===== src/hdl/gen_pkg.sv =====
// constants, state codes, register map and pattern helpers shared by the
// pattern generator and its debug controller; both ends share clk/reset_n.
//
// Operation
// - idle until calibration done, then traffic
// - read data mismatch raises compare error
// - go input lets start advance to load
// - controller holds go low through reset if programming
// - without programming, go stays high (here go only resets high; a CTRL write can still clear it)
// - generator reset input is synchronous, level
// - reset or rerun held until traffic drains
// - rerun level restarts after done, pause, error
// - hold input suspends issuing traffic
// - stop-on-error halts at first error, else continue
// - after error stop, retest classifies read/write
// - clear-nonsticky edge clears all but sticky
// - clear-everything edge clears all incl. sticky
// - clears take effect two cycles after edge
// - controller pulses clears only in errdone/paused
// - resume edge in errdone restarts traffic
// - drive memory only through user command port
`default_nettype none
package gen_pkg;
  localparam int ADDR_W = 28;
  localparam int DATA_W = 32;
  localparam int IDX_W = 5;
  localparam logic [IDX_W-1:0] NUM_WORDS = 5'h10;
  localparam int ADDR_LSB = 3; // one burst of eight columns per word
  localparam logic [DATA_W-1:0] DATA_SEED = 32'h5A5AA5A5;
  localparam logic [2:0] CMD_WRITE = 3'h0;
  localparam logic [2:0] CMD_READ = 3'h1;

  typedef enum logic [2:0] {
    state_start = 3'b000,
    state_load = 3'b001,
    state_write = 3'b010,
    state_read = 3'b011,
    state_paused = 3'b100,
    state_done = 3'b101,
    state_error_test = 3'b110,
    state_error_done = 3'b111
  } gen_state_e;

  // controller register map (byte offsets) and fields
  localparam int REG_AW = 8;
  localparam logic [REG_AW-1:0] OFS_CTRL = 8'h00;
  localparam logic [REG_AW-1:0] OFS_CMD = 8'h04;
  localparam logic [REG_AW-1:0] OFS_STATUS = 8'h08;
  localparam logic [REG_AW-1:0] OFS_IRQ_STAT = 8'h0C;
  localparam logic [REG_AW-1:0] OFS_IRQ_MASK = 8'h10;
  localparam logic [REG_AW-1:0] OFS_HOLD_CYC = 8'h14;
  localparam int CTRL_GO = 0;
  localparam int CTRL_HOLD = 1;
  localparam int CTRL_STOP_ERR = 2;
  localparam int CMD_RESET = 0;
  localparam int CMD_RERUN = 1;
  localparam int CMD_CLR_NS = 2;
  localparam int CMD_CLR_ALL = 3;
  localparam int CMD_RESUME = 4;
  localparam int IRQ_CMP_ERR = 0;
  localparam int IRQ_ERR_DONE = 1;
  localparam int IRQ_DONE = 2;
  localparam int IRQ_W = 3;
  localparam int HOLD_W = 16;
  localparam logic [HOLD_W-1:0] HOLD_CYC_RESET = 16'h0010;

  function automatic logic [ADDR_W-1:0] addr_of(logic [IDX_W-1:0] idx);
    return ADDR_W'({idx, {ADDR_LSB{1'b0}}});
  endfunction

  function automatic logic [DATA_W-1:0] pattern_of(logic [IDX_W-1:0] idx);
    return DATA_SEED ^ DATA_W'(addr_of(idx));
  endfunction
endpackage
`default_nettype wire


===== src/hdl/gen_ctrl_if.sv =====
// control and status link between the debug controller and the pattern
// generator; both ends run on the same clock, no synchroniser needed.
`default_nettype none
interface gen_ctrl_if;
  import gen_pkg::*;
  logic gen_go_in;
  logic gen_sync_reset_in;
  logic gen_rerun_in;
  logic gen_hold_in;
  logic stop_on_error_enable;
  logic error_clear_nonsticky;
  logic error_clear_everything;
  logic error_resume_in;
  gen_state_e gen_state_out;
  logic compare_error;
  logic sticky_error;
  logic read_error;
  logic write_error;

  modport gen (
    input gen_go_in, gen_sync_reset_in, gen_rerun_in, gen_hold_in,
    input stop_on_error_enable, error_clear_nonsticky,
    input error_clear_everything, error_resume_in,
    output gen_state_out, compare_error, sticky_error, read_error,
    output write_error
  );
  modport ctrl (
    output gen_go_in, gen_sync_reset_in, gen_rerun_in, gen_hold_in,
    output stop_on_error_enable, error_clear_nonsticky,
    output error_clear_everything, error_resume_in,
    input gen_state_out, compare_error, sticky_error, read_error,
    input write_error
  );
endinterface
`default_nettype wire


===== src/hdl/advanced_pattern_generator.sv =====
// pattern generator: writes NUM_WORDS words, reads them back and compares,
// under level and edge controls from the debug link.
// assumes the memory user command port and the link share clk/reset_n.
//
// Implementation choices: the strobed register port and the register addresses.
`default_nettype none
module advanced_pattern_generator (
  input wire logic clk,
  input wire logic reset_n,
  input wire logic init_calib_complete,
  gen_ctrl_if.gen link,
  output logic app_en,
  output logic [2:0] app_cmd,
  output logic [gen_pkg::ADDR_W-1:0] app_addr,
  output logic [gen_pkg::DATA_W-1:0] app_wdf_data,
  output logic app_wdf_wren,
  output logic app_wdf_end,
  input wire logic app_rdy,
  input wire logic app_wdf_rdy,
  input wire logic app_rd_data_valid,
  input wire logic [gen_pkg::DATA_W-1:0] app_rd_data
);
  import gen_pkg::*;

  gen_state_e state_reg;
  gen_state_e paused_from_reg;
  logic [IDX_W-1:0] wr_idx_reg;
  logic [IDX_W-1:0] rd_cmd_idx_reg;
  logic [IDX_W-1:0] rd_ret_idx_reg;
  logic [IDX_W-1:0] fail_idx_reg;
  logic retest_sent_reg;
  logic app_en_reg;
  logic [2:0] app_cmd_reg;
  logic [ADDR_W-1:0] app_addr_reg;
  logic [DATA_W-1:0] app_wdf_data_reg;
  logic app_wdf_wren_reg;
  logic cmp_err_reg;
  logic sticky_reg;
  logic rd_err_reg;
  logic wr_err_reg;
  logic clr_ns_prev_reg;
  logic clr_all_prev_reg;
  logic resume_prev_reg;
  logic [1:0] clr_ns_pipe_reg;
  logic [1:0] clr_all_pipe_reg;
  logic mismatch;
  logic checking;
  logic retest_back;
  logic stop_now;
  logic clear_ok;
  logic resume_edge;
  logic drained;

  // compare against the pattern of the next expected return
  assign mismatch = app_rd_data_valid &&
                    (app_rd_data != pattern_of(rd_ret_idx_reg));
  assign checking = (state_reg == state_read) ||
                    (state_reg == state_paused);
  assign retest_back = (state_reg == state_error_test) && retest_sent_reg &&
                       app_rd_data_valid;
  assign stop_now = link.stop_on_error_enable && mismatch &&
                    (state_reg == state_read);
  assign clear_ok = (state_reg == state_error_done) ||
                    (state_reg == state_paused);
  assign resume_edge = link.error_resume_in && !resume_prev_reg;
  assign drained = (rd_ret_idx_reg == rd_cmd_idx_reg) && !app_rd_data_valid;

  // sequencer: command issue, counters and state
  always_ff @(posedge clk or negedge reset_n) begin
    if (!reset_n) begin
      state_reg <= state_start;
      paused_from_reg <= state_write;
      wr_idx_reg <= '0;
      rd_cmd_idx_reg <= '0;
      rd_ret_idx_reg <= '0;
      fail_idx_reg <= '0;
      retest_sent_reg <= 1'b0;
      app_en_reg <= 1'b0;
      app_cmd_reg <= CMD_WRITE;
      app_addr_reg <= '0;
      app_wdf_data_reg <= '0;
      app_wdf_wren_reg <= 1'b0;
    end else if (link.gen_sync_reset_in) begin
      // level reset: stays here as long as the input is high
      state_reg <= state_start;
      wr_idx_reg <= '0;
      rd_cmd_idx_reg <= '0;
      rd_ret_idx_reg <= '0;
      retest_sent_reg <= 1'b0;
      app_en_reg <= 1'b0;
      app_wdf_wren_reg <= 1'b0;
    end else begin
      // returns are counted except the single retest word
      if (app_rd_data_valid &&
          !(state_reg == state_error_test && retest_sent_reg)) begin
        rd_ret_idx_reg <= rd_ret_idx_reg + 1'b1;
      end
      if (state_reg == state_read && app_en_reg && app_rdy) begin
        rd_cmd_idx_reg <= rd_cmd_idx_reg + 1'b1;
      end
      unique case (state_reg)
        state_start: begin
          if (link.gen_go_in && init_calib_complete) begin
            state_reg <= state_load;
          end
        end
        state_load: begin
          wr_idx_reg <= '0;
          rd_cmd_idx_reg <= '0;
          rd_ret_idx_reg <= '0;
          retest_sent_reg <= 1'b0;
          if (!link.gen_rerun_in) begin
            state_reg <= state_write;
          end
        end
        state_write: begin
          if (link.gen_hold_in) begin
            // an unaccepted command is withdrawn while held
            state_reg <= state_paused;
            paused_from_reg <= state_write;
            app_en_reg <= 1'b0;
            app_wdf_wren_reg <= 1'b0;
          end else if (app_en_reg && app_rdy && app_wdf_rdy) begin
            app_en_reg <= 1'b0;
            app_wdf_wren_reg <= 1'b0;
            wr_idx_reg <= wr_idx_reg + 1'b1;
            if (wr_idx_reg == NUM_WORDS - 1'b1) begin
              state_reg <= state_read;
            end
          end else if (!app_en_reg) begin
            app_en_reg <= 1'b1;
            app_cmd_reg <= CMD_WRITE;
            app_addr_reg <= addr_of(wr_idx_reg);
            app_wdf_data_reg <= pattern_of(wr_idx_reg);
            app_wdf_wren_reg <= 1'b1;
          end
        end
        state_read: begin
          if (stop_now) begin
            state_reg <= state_error_test;
            fail_idx_reg <= rd_ret_idx_reg;
            retest_sent_reg <= 1'b0;
            app_en_reg <= 1'b0;
          end else if (link.gen_hold_in) begin
            state_reg <= state_paused;
            paused_from_reg <= state_read;
            app_en_reg <= 1'b0;
          end else if (rd_cmd_idx_reg == NUM_WORDS &&
                       rd_ret_idx_reg == NUM_WORDS) begin
            state_reg <= state_done;
          end else if (app_en_reg && app_rdy) begin
            app_en_reg <= 1'b0;
          end else if (!app_en_reg && rd_cmd_idx_reg != NUM_WORDS) begin
            app_en_reg <= 1'b1;
            app_cmd_reg <= CMD_READ;
            app_addr_reg <= addr_of(rd_cmd_idx_reg);
          end
        end
        state_paused: begin
          if (link.gen_rerun_in) begin
            state_reg <= state_load;
          end else if (!link.gen_hold_in) begin
            state_reg <= paused_from_reg;
          end
        end
        state_done: begin
          if (link.gen_rerun_in) begin
            state_reg <= state_load;
          end
        end
        state_error_test: begin
          // drain reads in flight, then re-read the failing word once
          if (app_en_reg) begin
            if (app_rdy) begin
              app_en_reg <= 1'b0;
              retest_sent_reg <= 1'b1;
            end
          end else if (!retest_sent_reg && drained) begin
            app_en_reg <= 1'b1;
            app_cmd_reg <= CMD_READ;
            app_addr_reg <= addr_of(fail_idx_reg);
          end else if (retest_back) begin
            state_reg <= state_error_done;
          end
        end
        state_error_done: begin
          if (link.gen_rerun_in) begin
            state_reg <= state_load;
          end else if (resume_edge) begin
            state_reg <= state_read;
            retest_sent_reg <= 1'b0;
          end
        end
      endcase
    end
  end

  // edge detection and the two-stage clear delay
  always_ff @(posedge clk or negedge reset_n) begin
    if (!reset_n) begin
      clr_ns_prev_reg <= 1'b0;
      clr_all_prev_reg <= 1'b0;
      resume_prev_reg <= 1'b0;
      clr_ns_pipe_reg <= '0;
      clr_all_pipe_reg <= '0;
    end else begin
      clr_ns_prev_reg <= link.error_clear_nonsticky;
      clr_all_prev_reg <= link.error_clear_everything;
      resume_prev_reg <= link.error_resume_in;
      clr_ns_pipe_reg <= {clr_ns_pipe_reg[0], link.error_clear_nonsticky &&
                          !clr_ns_prev_reg && clear_ok};
      clr_all_pipe_reg <= {clr_all_pipe_reg[0], link.error_clear_everything &&
                           !clr_all_prev_reg && clear_ok};
    end
  end

  // error flags: a new error in the clearing cycle wins over the clear
  always_ff @(posedge clk or negedge reset_n) begin
    if (!reset_n) begin
      cmp_err_reg <= 1'b0;
      sticky_reg <= 1'b0;
      rd_err_reg <= 1'b0;
      wr_err_reg <= 1'b0;
    end else if (link.gen_sync_reset_in) begin
      cmp_err_reg <= 1'b0;
      sticky_reg <= 1'b0;
      rd_err_reg <= 1'b0;
      wr_err_reg <= 1'b0;
    end else begin
      if (clr_ns_pipe_reg[1] || clr_all_pipe_reg[1]) begin
        cmp_err_reg <= 1'b0;
        rd_err_reg <= 1'b0;
        wr_err_reg <= 1'b0;
      end
      if (clr_all_pipe_reg[1]) begin
        sticky_reg <= 1'b0;
      end
      if (checking && mismatch) begin
        cmp_err_reg <= 1'b1;
        sticky_reg <= 1'b1;
      end
      // retest data good means the array holds the right word
      if (retest_back) begin
        if (app_rd_data == pattern_of(fail_idx_reg)) begin
          rd_err_reg <= 1'b1;
        end else begin
          wr_err_reg <= 1'b1;
        end
      end
    end
  end

  assign app_en = app_en_reg;
  assign app_cmd = app_cmd_reg;
  assign app_addr = app_addr_reg;
  assign app_wdf_data = app_wdf_data_reg;
  assign app_wdf_wren = app_wdf_wren_reg;
  assign app_wdf_end = app_wdf_wren_reg; // single-beat bursts
  assign link.gen_state_out = state_reg;
  assign link.compare_error = cmp_err_reg;
  assign link.sticky_error = sticky_reg;
  assign link.read_error = rd_err_reg;
  assign link.write_error = wr_err_reg;
endmodule // advanced_pattern_generator
`default_nettype wire


===== src/flat_wrapper.sv =====
// flat-port wrapper written by rule: the top's interface ports become plain ports
module advanced_pattern_generator_flat import gen_pkg::*;
  (clk, reset_n, init_calib_complete, app_en, app_cmd, app_addr, app_wdf_data, app_wdf_wren, app_wdf_end, app_rdy, app_wdf_rdy, app_rd_data_valid, app_rd_data, link_gen_go_in, link_gen_sync_reset_in, link_gen_rerun_in, link_gen_hold_in, link_stop_on_error_enable, link_error_clear_nonsticky, link_error_clear_everything, link_error_resume_in, link_gen_state_out, link_compare_error, link_sticky_error, link_read_error, link_write_error);
  gen_ctrl_if link_i ();
  input wire logic clk;
  input wire logic reset_n;
  input wire logic init_calib_complete;
  output logic app_en;
  output logic [2:0] app_cmd;
  output logic [gen_pkg::ADDR_W-1:0] app_addr;
  output logic [gen_pkg::DATA_W-1:0] app_wdf_data;
  output logic app_wdf_wren;
  output logic app_wdf_end;
  input wire logic app_rdy;
  input wire logic app_wdf_rdy;
  input wire logic app_rd_data_valid;
  input wire logic [gen_pkg::DATA_W-1:0] app_rd_data;
  input wire logic [$bits(link_i.gen_go_in)-1:0] link_gen_go_in;
  input wire logic [$bits(link_i.gen_sync_reset_in)-1:0] link_gen_sync_reset_in;
  input wire logic [$bits(link_i.gen_rerun_in)-1:0] link_gen_rerun_in;
  input wire logic [$bits(link_i.gen_hold_in)-1:0] link_gen_hold_in;
  input wire logic [$bits(link_i.stop_on_error_enable)-1:0] link_stop_on_error_enable;
  input wire logic [$bits(link_i.error_clear_nonsticky)-1:0] link_error_clear_nonsticky;
  input wire logic [$bits(link_i.error_clear_everything)-1:0] link_error_clear_everything;
  input wire logic [$bits(link_i.error_resume_in)-1:0] link_error_resume_in;
  output wire logic [$bits(link_i.gen_state_out)-1:0] link_gen_state_out;
  output wire logic [$bits(link_i.compare_error)-1:0] link_compare_error;
  output wire logic [$bits(link_i.sticky_error)-1:0] link_sticky_error;
  output wire logic [$bits(link_i.read_error)-1:0] link_read_error;
  output wire logic [$bits(link_i.write_error)-1:0] link_write_error;
  assign link_i.gen_go_in = link_gen_go_in;
  assign link_i.gen_sync_reset_in = link_gen_sync_reset_in;
  assign link_i.gen_rerun_in = link_gen_rerun_in;
  assign link_i.gen_hold_in = link_gen_hold_in;
  assign link_i.stop_on_error_enable = link_stop_on_error_enable;
  assign link_i.error_clear_nonsticky = link_error_clear_nonsticky;
  assign link_i.error_clear_everything = link_error_clear_everything;
  assign link_i.error_resume_in = link_error_resume_in;
  assign link_gen_state_out = link_i.gen_state_out;
  assign link_compare_error = link_i.compare_error;
  assign link_sticky_error = link_i.sticky_error;
  assign link_read_error = link_i.read_error;
  assign link_write_error = link_i.write_error;
  advanced_pattern_generator u_core (.clk(clk), .reset_n(reset_n), .init_calib_complete(init_calib_complete), .link(link_i), .app_en(app_en), .app_cmd(app_cmd), .app_addr(app_addr), .app_wdf_data(app_wdf_data), .app_wdf_wren(app_wdf_wren), .app_wdf_end(app_wdf_end), .app_rdy(app_rdy), .app_wdf_rdy(app_wdf_rdy), .app_rd_data_valid(app_rd_data_valid), .app_rd_data(app_rd_data));
endmodule

===== config.mk =====
export PLATFORM = sky130hd
export DESIGN_NAME = advanced_pattern_generator_flat
export DESIGN_NICKNAME = d
export VERILOG_FILES = /design/src/hdl/gen_pkg.sv /design/src/hdl/gen_ctrl_if.sv /design/src/hdl/advanced_pattern_generator.sv /design/src/flat_wrapper.sv
export SDC_FILE = /design/constraint.sdc
export NUM_CORES = 1
export LEC_CHECK = 0
export ABC_AREA = 1
export ABC_CLOCK_PERIOD_IN_PS = 4700
export BUFFER_PORTS_ARGS = -buffer_cell sky130_fd_sc_hd__buf_4
export CAP_MARGIN = 5
export CORE_ASPECT_RATIO = 1.1
export CORE_MARGIN = 1
export CORE_UTILIZATION = 40
export DETAILED_ROUTE_END_ITERATION = 12
export PLACE_DENSITY_LB_ADDON = 0.3
export SYNTH_ARGS = -nofsm -noshare
export SYNTH_HDL_FRONTEND = slang
export SYNTH_SLANG_ARGS = --single-unit

===== constraint.sdc =====
create_clock -name clk -period 4.7 [get_ports clk]
set_clock_uncertainty 0.05 [all_clocks]
set_input_delay 1.41 -clock clk [delete_from_list [all_inputs] [get_ports clk]]
set_output_delay 1.41 -clock clk [all_outputs]
set_load 0.05 [all_outputs]

==> results_dict.tcl <==
set metrics [dict create \
    tightest_slew_ns 0.842 \
    yosysSeqAreaShare_pct 37.2 \
    post-place-ws_ns 1.61 \
    grt_pass1_wl_um 12200 \
    io_pins 119 \
    hp-class "reg2reg" \
    clk-insertion-delay-late_ns 0.30 \
    path_clk_slew_ns 0.09 \
    grt_max_degree 51 \
    wl_per_cell_um 12.5 \
    cts_setup_buffers 0 \
    crit_fanout 10 \
    arrival_ns 2.90 \
    drt-total-wl_um 7860 \
    setup_ws_ns 1.93 \
    ys_ff_latch 50 \
    hold_path_depth 0 \
    drt-initial-drc-count 187 \
    cts_hold_buffers 0 \
    drive_gt1_share_pct 21.4 \
    drc 0 \
    rsz0062_at_grt "false" \
    synth_top_area_share_pct 37.2 \
    synth_cells 453 \
    synth_common_cells "nand2_1, inv_1, buf_4" \
    core_sq_mm 0.00804 \
    initial_core_util_pct 41.8 \
    largest_reg_flops 6 \
    insertedDiodeCount 0 \
    die_width_um 89.4 \
    worstSetupEndpointType "register" \
    required_ns 4.82 \
    fmax_mhz 360 \
    peakVddDrop_mv 0.219 \
    core.rowCount 34 \
    fillers 820 \
    post_cts_resized 0 \
    die-area_sq_mm 0.00877 \
    yosysWarnings 0 \
    clock-sinks 50 \
    grtUsageTotal_pct 18.0 \
    slew_headroom_pct 43.6 \
    h-tree-depth 2 \
    num_vias 3065 \
    grt_pass1_vias 2650 \
    yosys.area.top_type "dfrtp_1" \
    final-hold-violation-count 0 \
    ant_nets 0 \
    min_to "u_core.clr_ns_pipe_reg[1]$_DFF_PN0_" \
    hpwl_um 6010 \
    antenna_found_initial 0 \
    overflow 0 \
    async_reset_ff_share_pct 100 \
    reg2reg_to "u_core.rd_cmd_idx_reg[4]$_DFFE_PN0P_" \
    tritoncts "yes" \
    dpl_cell_area_sq_mm 0.00379 \
    io_buffer_count 80 \
    cp-startpoint "app_rd_data[16]" \
    area_growth_pct 16.1 \
    p_leak_uw 0.00199 \
    maxSlewViolCount 0 \
    cts_buffer_depth 2 \
    period_needed_ns 2.77 \
    root_buffer "clkbuf_8" \
    power_density_mw_per_mm2 385 \
    drv_cap 0 \
    gp_congestion 0.888 \
    fin_crit_sh_pct 59.0 \
    syn_area_per_cell_sq_um 7.42 \
    worstSetupStartpointType "input pin" \
    setup_tns_ns 0 \
    synthTopCellsByArea "dfrtp_1, nand2_1, buf_4" \
    synthDistinctLibCells 37 \
    setup_viol 0 \
    yosysMostFrequentCell "nand2_1" \
    vias_per_cell 4.89 \
    path_class "in2reg" \
    die_h_um 98.1 \
    final_cell_area_sq_mm 0.00390 \
    synth_edf_count 0 \
    regToRegStartpoint "u_core.link.gen_state_out[1]$_DFFE_PN0P_" \
    nNetsFinal 570 \
    hp-start "u_core.clr_ns_pipe_reg[0]$_DFF_PN0_" \
    r2r_cells 9 \
    syn-cell-area_sq_mm 0.00336 \
    ys.flop_type "dfrtp_1" \
    drt_first_pass_iters 5 \
    cts_made_buffers 5 \
    final_core_util_pct 48.5 \
    reg2reg_slack_ns 2.30 \
    status "completed" \
]
worst max path at each step:
stage	end
floorplan	u_core.app_addr[3]$_DFFE_PN0P_
global placement	u_core.fail_idx_reg[2]$_DFFE_PN0P_
detailed placement	u_core.fail_idx_reg[2]$_DFFE_PN0P_
CTS	u_core.fail_idx_reg[2]$_DFFE_PN0P_
global route	u_core.fail_idx_reg[3]$_DFFE_PN0P_
finish	u_core.fail_idx_reg[2]$_DFFE_PN0P_
cell families (layout without fill, tap and decap cells):
logic type / after synthesis / in the layout / share of synthesized area [%]
compound gates: 69 / 69 / 12.6
xor+xnor: 6 / 6 / 1.56
fa+ha+maj: 6 / 6 / 2.23
buf+inv: 117 / 146 / 19.7
flops: 50 / 50 / 37.2
other cells: 1 / 38 / 0.112
simple gates: 204 / 204 / 26.6
metal layers:
layer  routed length, um  part of all wire [%]  track usage [%]
met1                3400                    43             24.3
met4                 184                   2.3             5.49
met2                3630                    46             29.6
met5                   0                     0                0
met3                 647                   8.2             2.62
layout by cell type (no fill, tap or decap), types with 2 or more instances in the layout:
cell,count
a211oi_1,3
a21oi_1,21
a221oi_1,4
buf_4,80
clkbuf_8,8
conb_1,38
dfrtp_1,50
ha_1,6
inv_1,55
inv_2,2
nand2_1,110
nand2_2,2
nand3_1,27
nand4_1,8
nor2_1,34
nor2_2,3
nor3_1,9
nor4_1,4
o21ai_0,16
o21ai_1,5
o21ai_2,11
o22ai_1,6
xnor2_1,3
xor2_1,3
critical path: stages:
cell     delay (ns)
buf_4          0.11
inv_1          0.04
nand2_1        0.04
nor2_1         0.09
nand2_1        0.06
nor2_1         0.20
nand3_1        0.17
nand4_1        0.20
or2_0          0.44
o21ai_0        0.14
metrics by stage:
step,instances,hold WS [ns],total power [uW]
final,627,0.308,1500
after global routing,627,0.322,1590
after CTS,627,0.314,1510
after detailed placement,619,0.293,1220
after global placement,619,0.283,1210
after floorplan,490,0.281,1070
report_power, final:
part	switching [uW]	internal (uW)	total (uW)
Combinational	486	186	672
Clock	142	149	291
Sequential	54.6	485	540
cell type report:
class / count / area, sq um / share of cell area [%]
multi-input combinational: 323 / 1590 / 40.7
sequential: 50 / 1250 / 32.1
timing repair buffer: 80 / 601 / 15.4
inverter: 58 / 218 / 5.58
tap: 108 / 135 / 3.46
clock buffer: 8 / 110 / 2.82
Note: power is estimated with default switching activity, not from simulation.
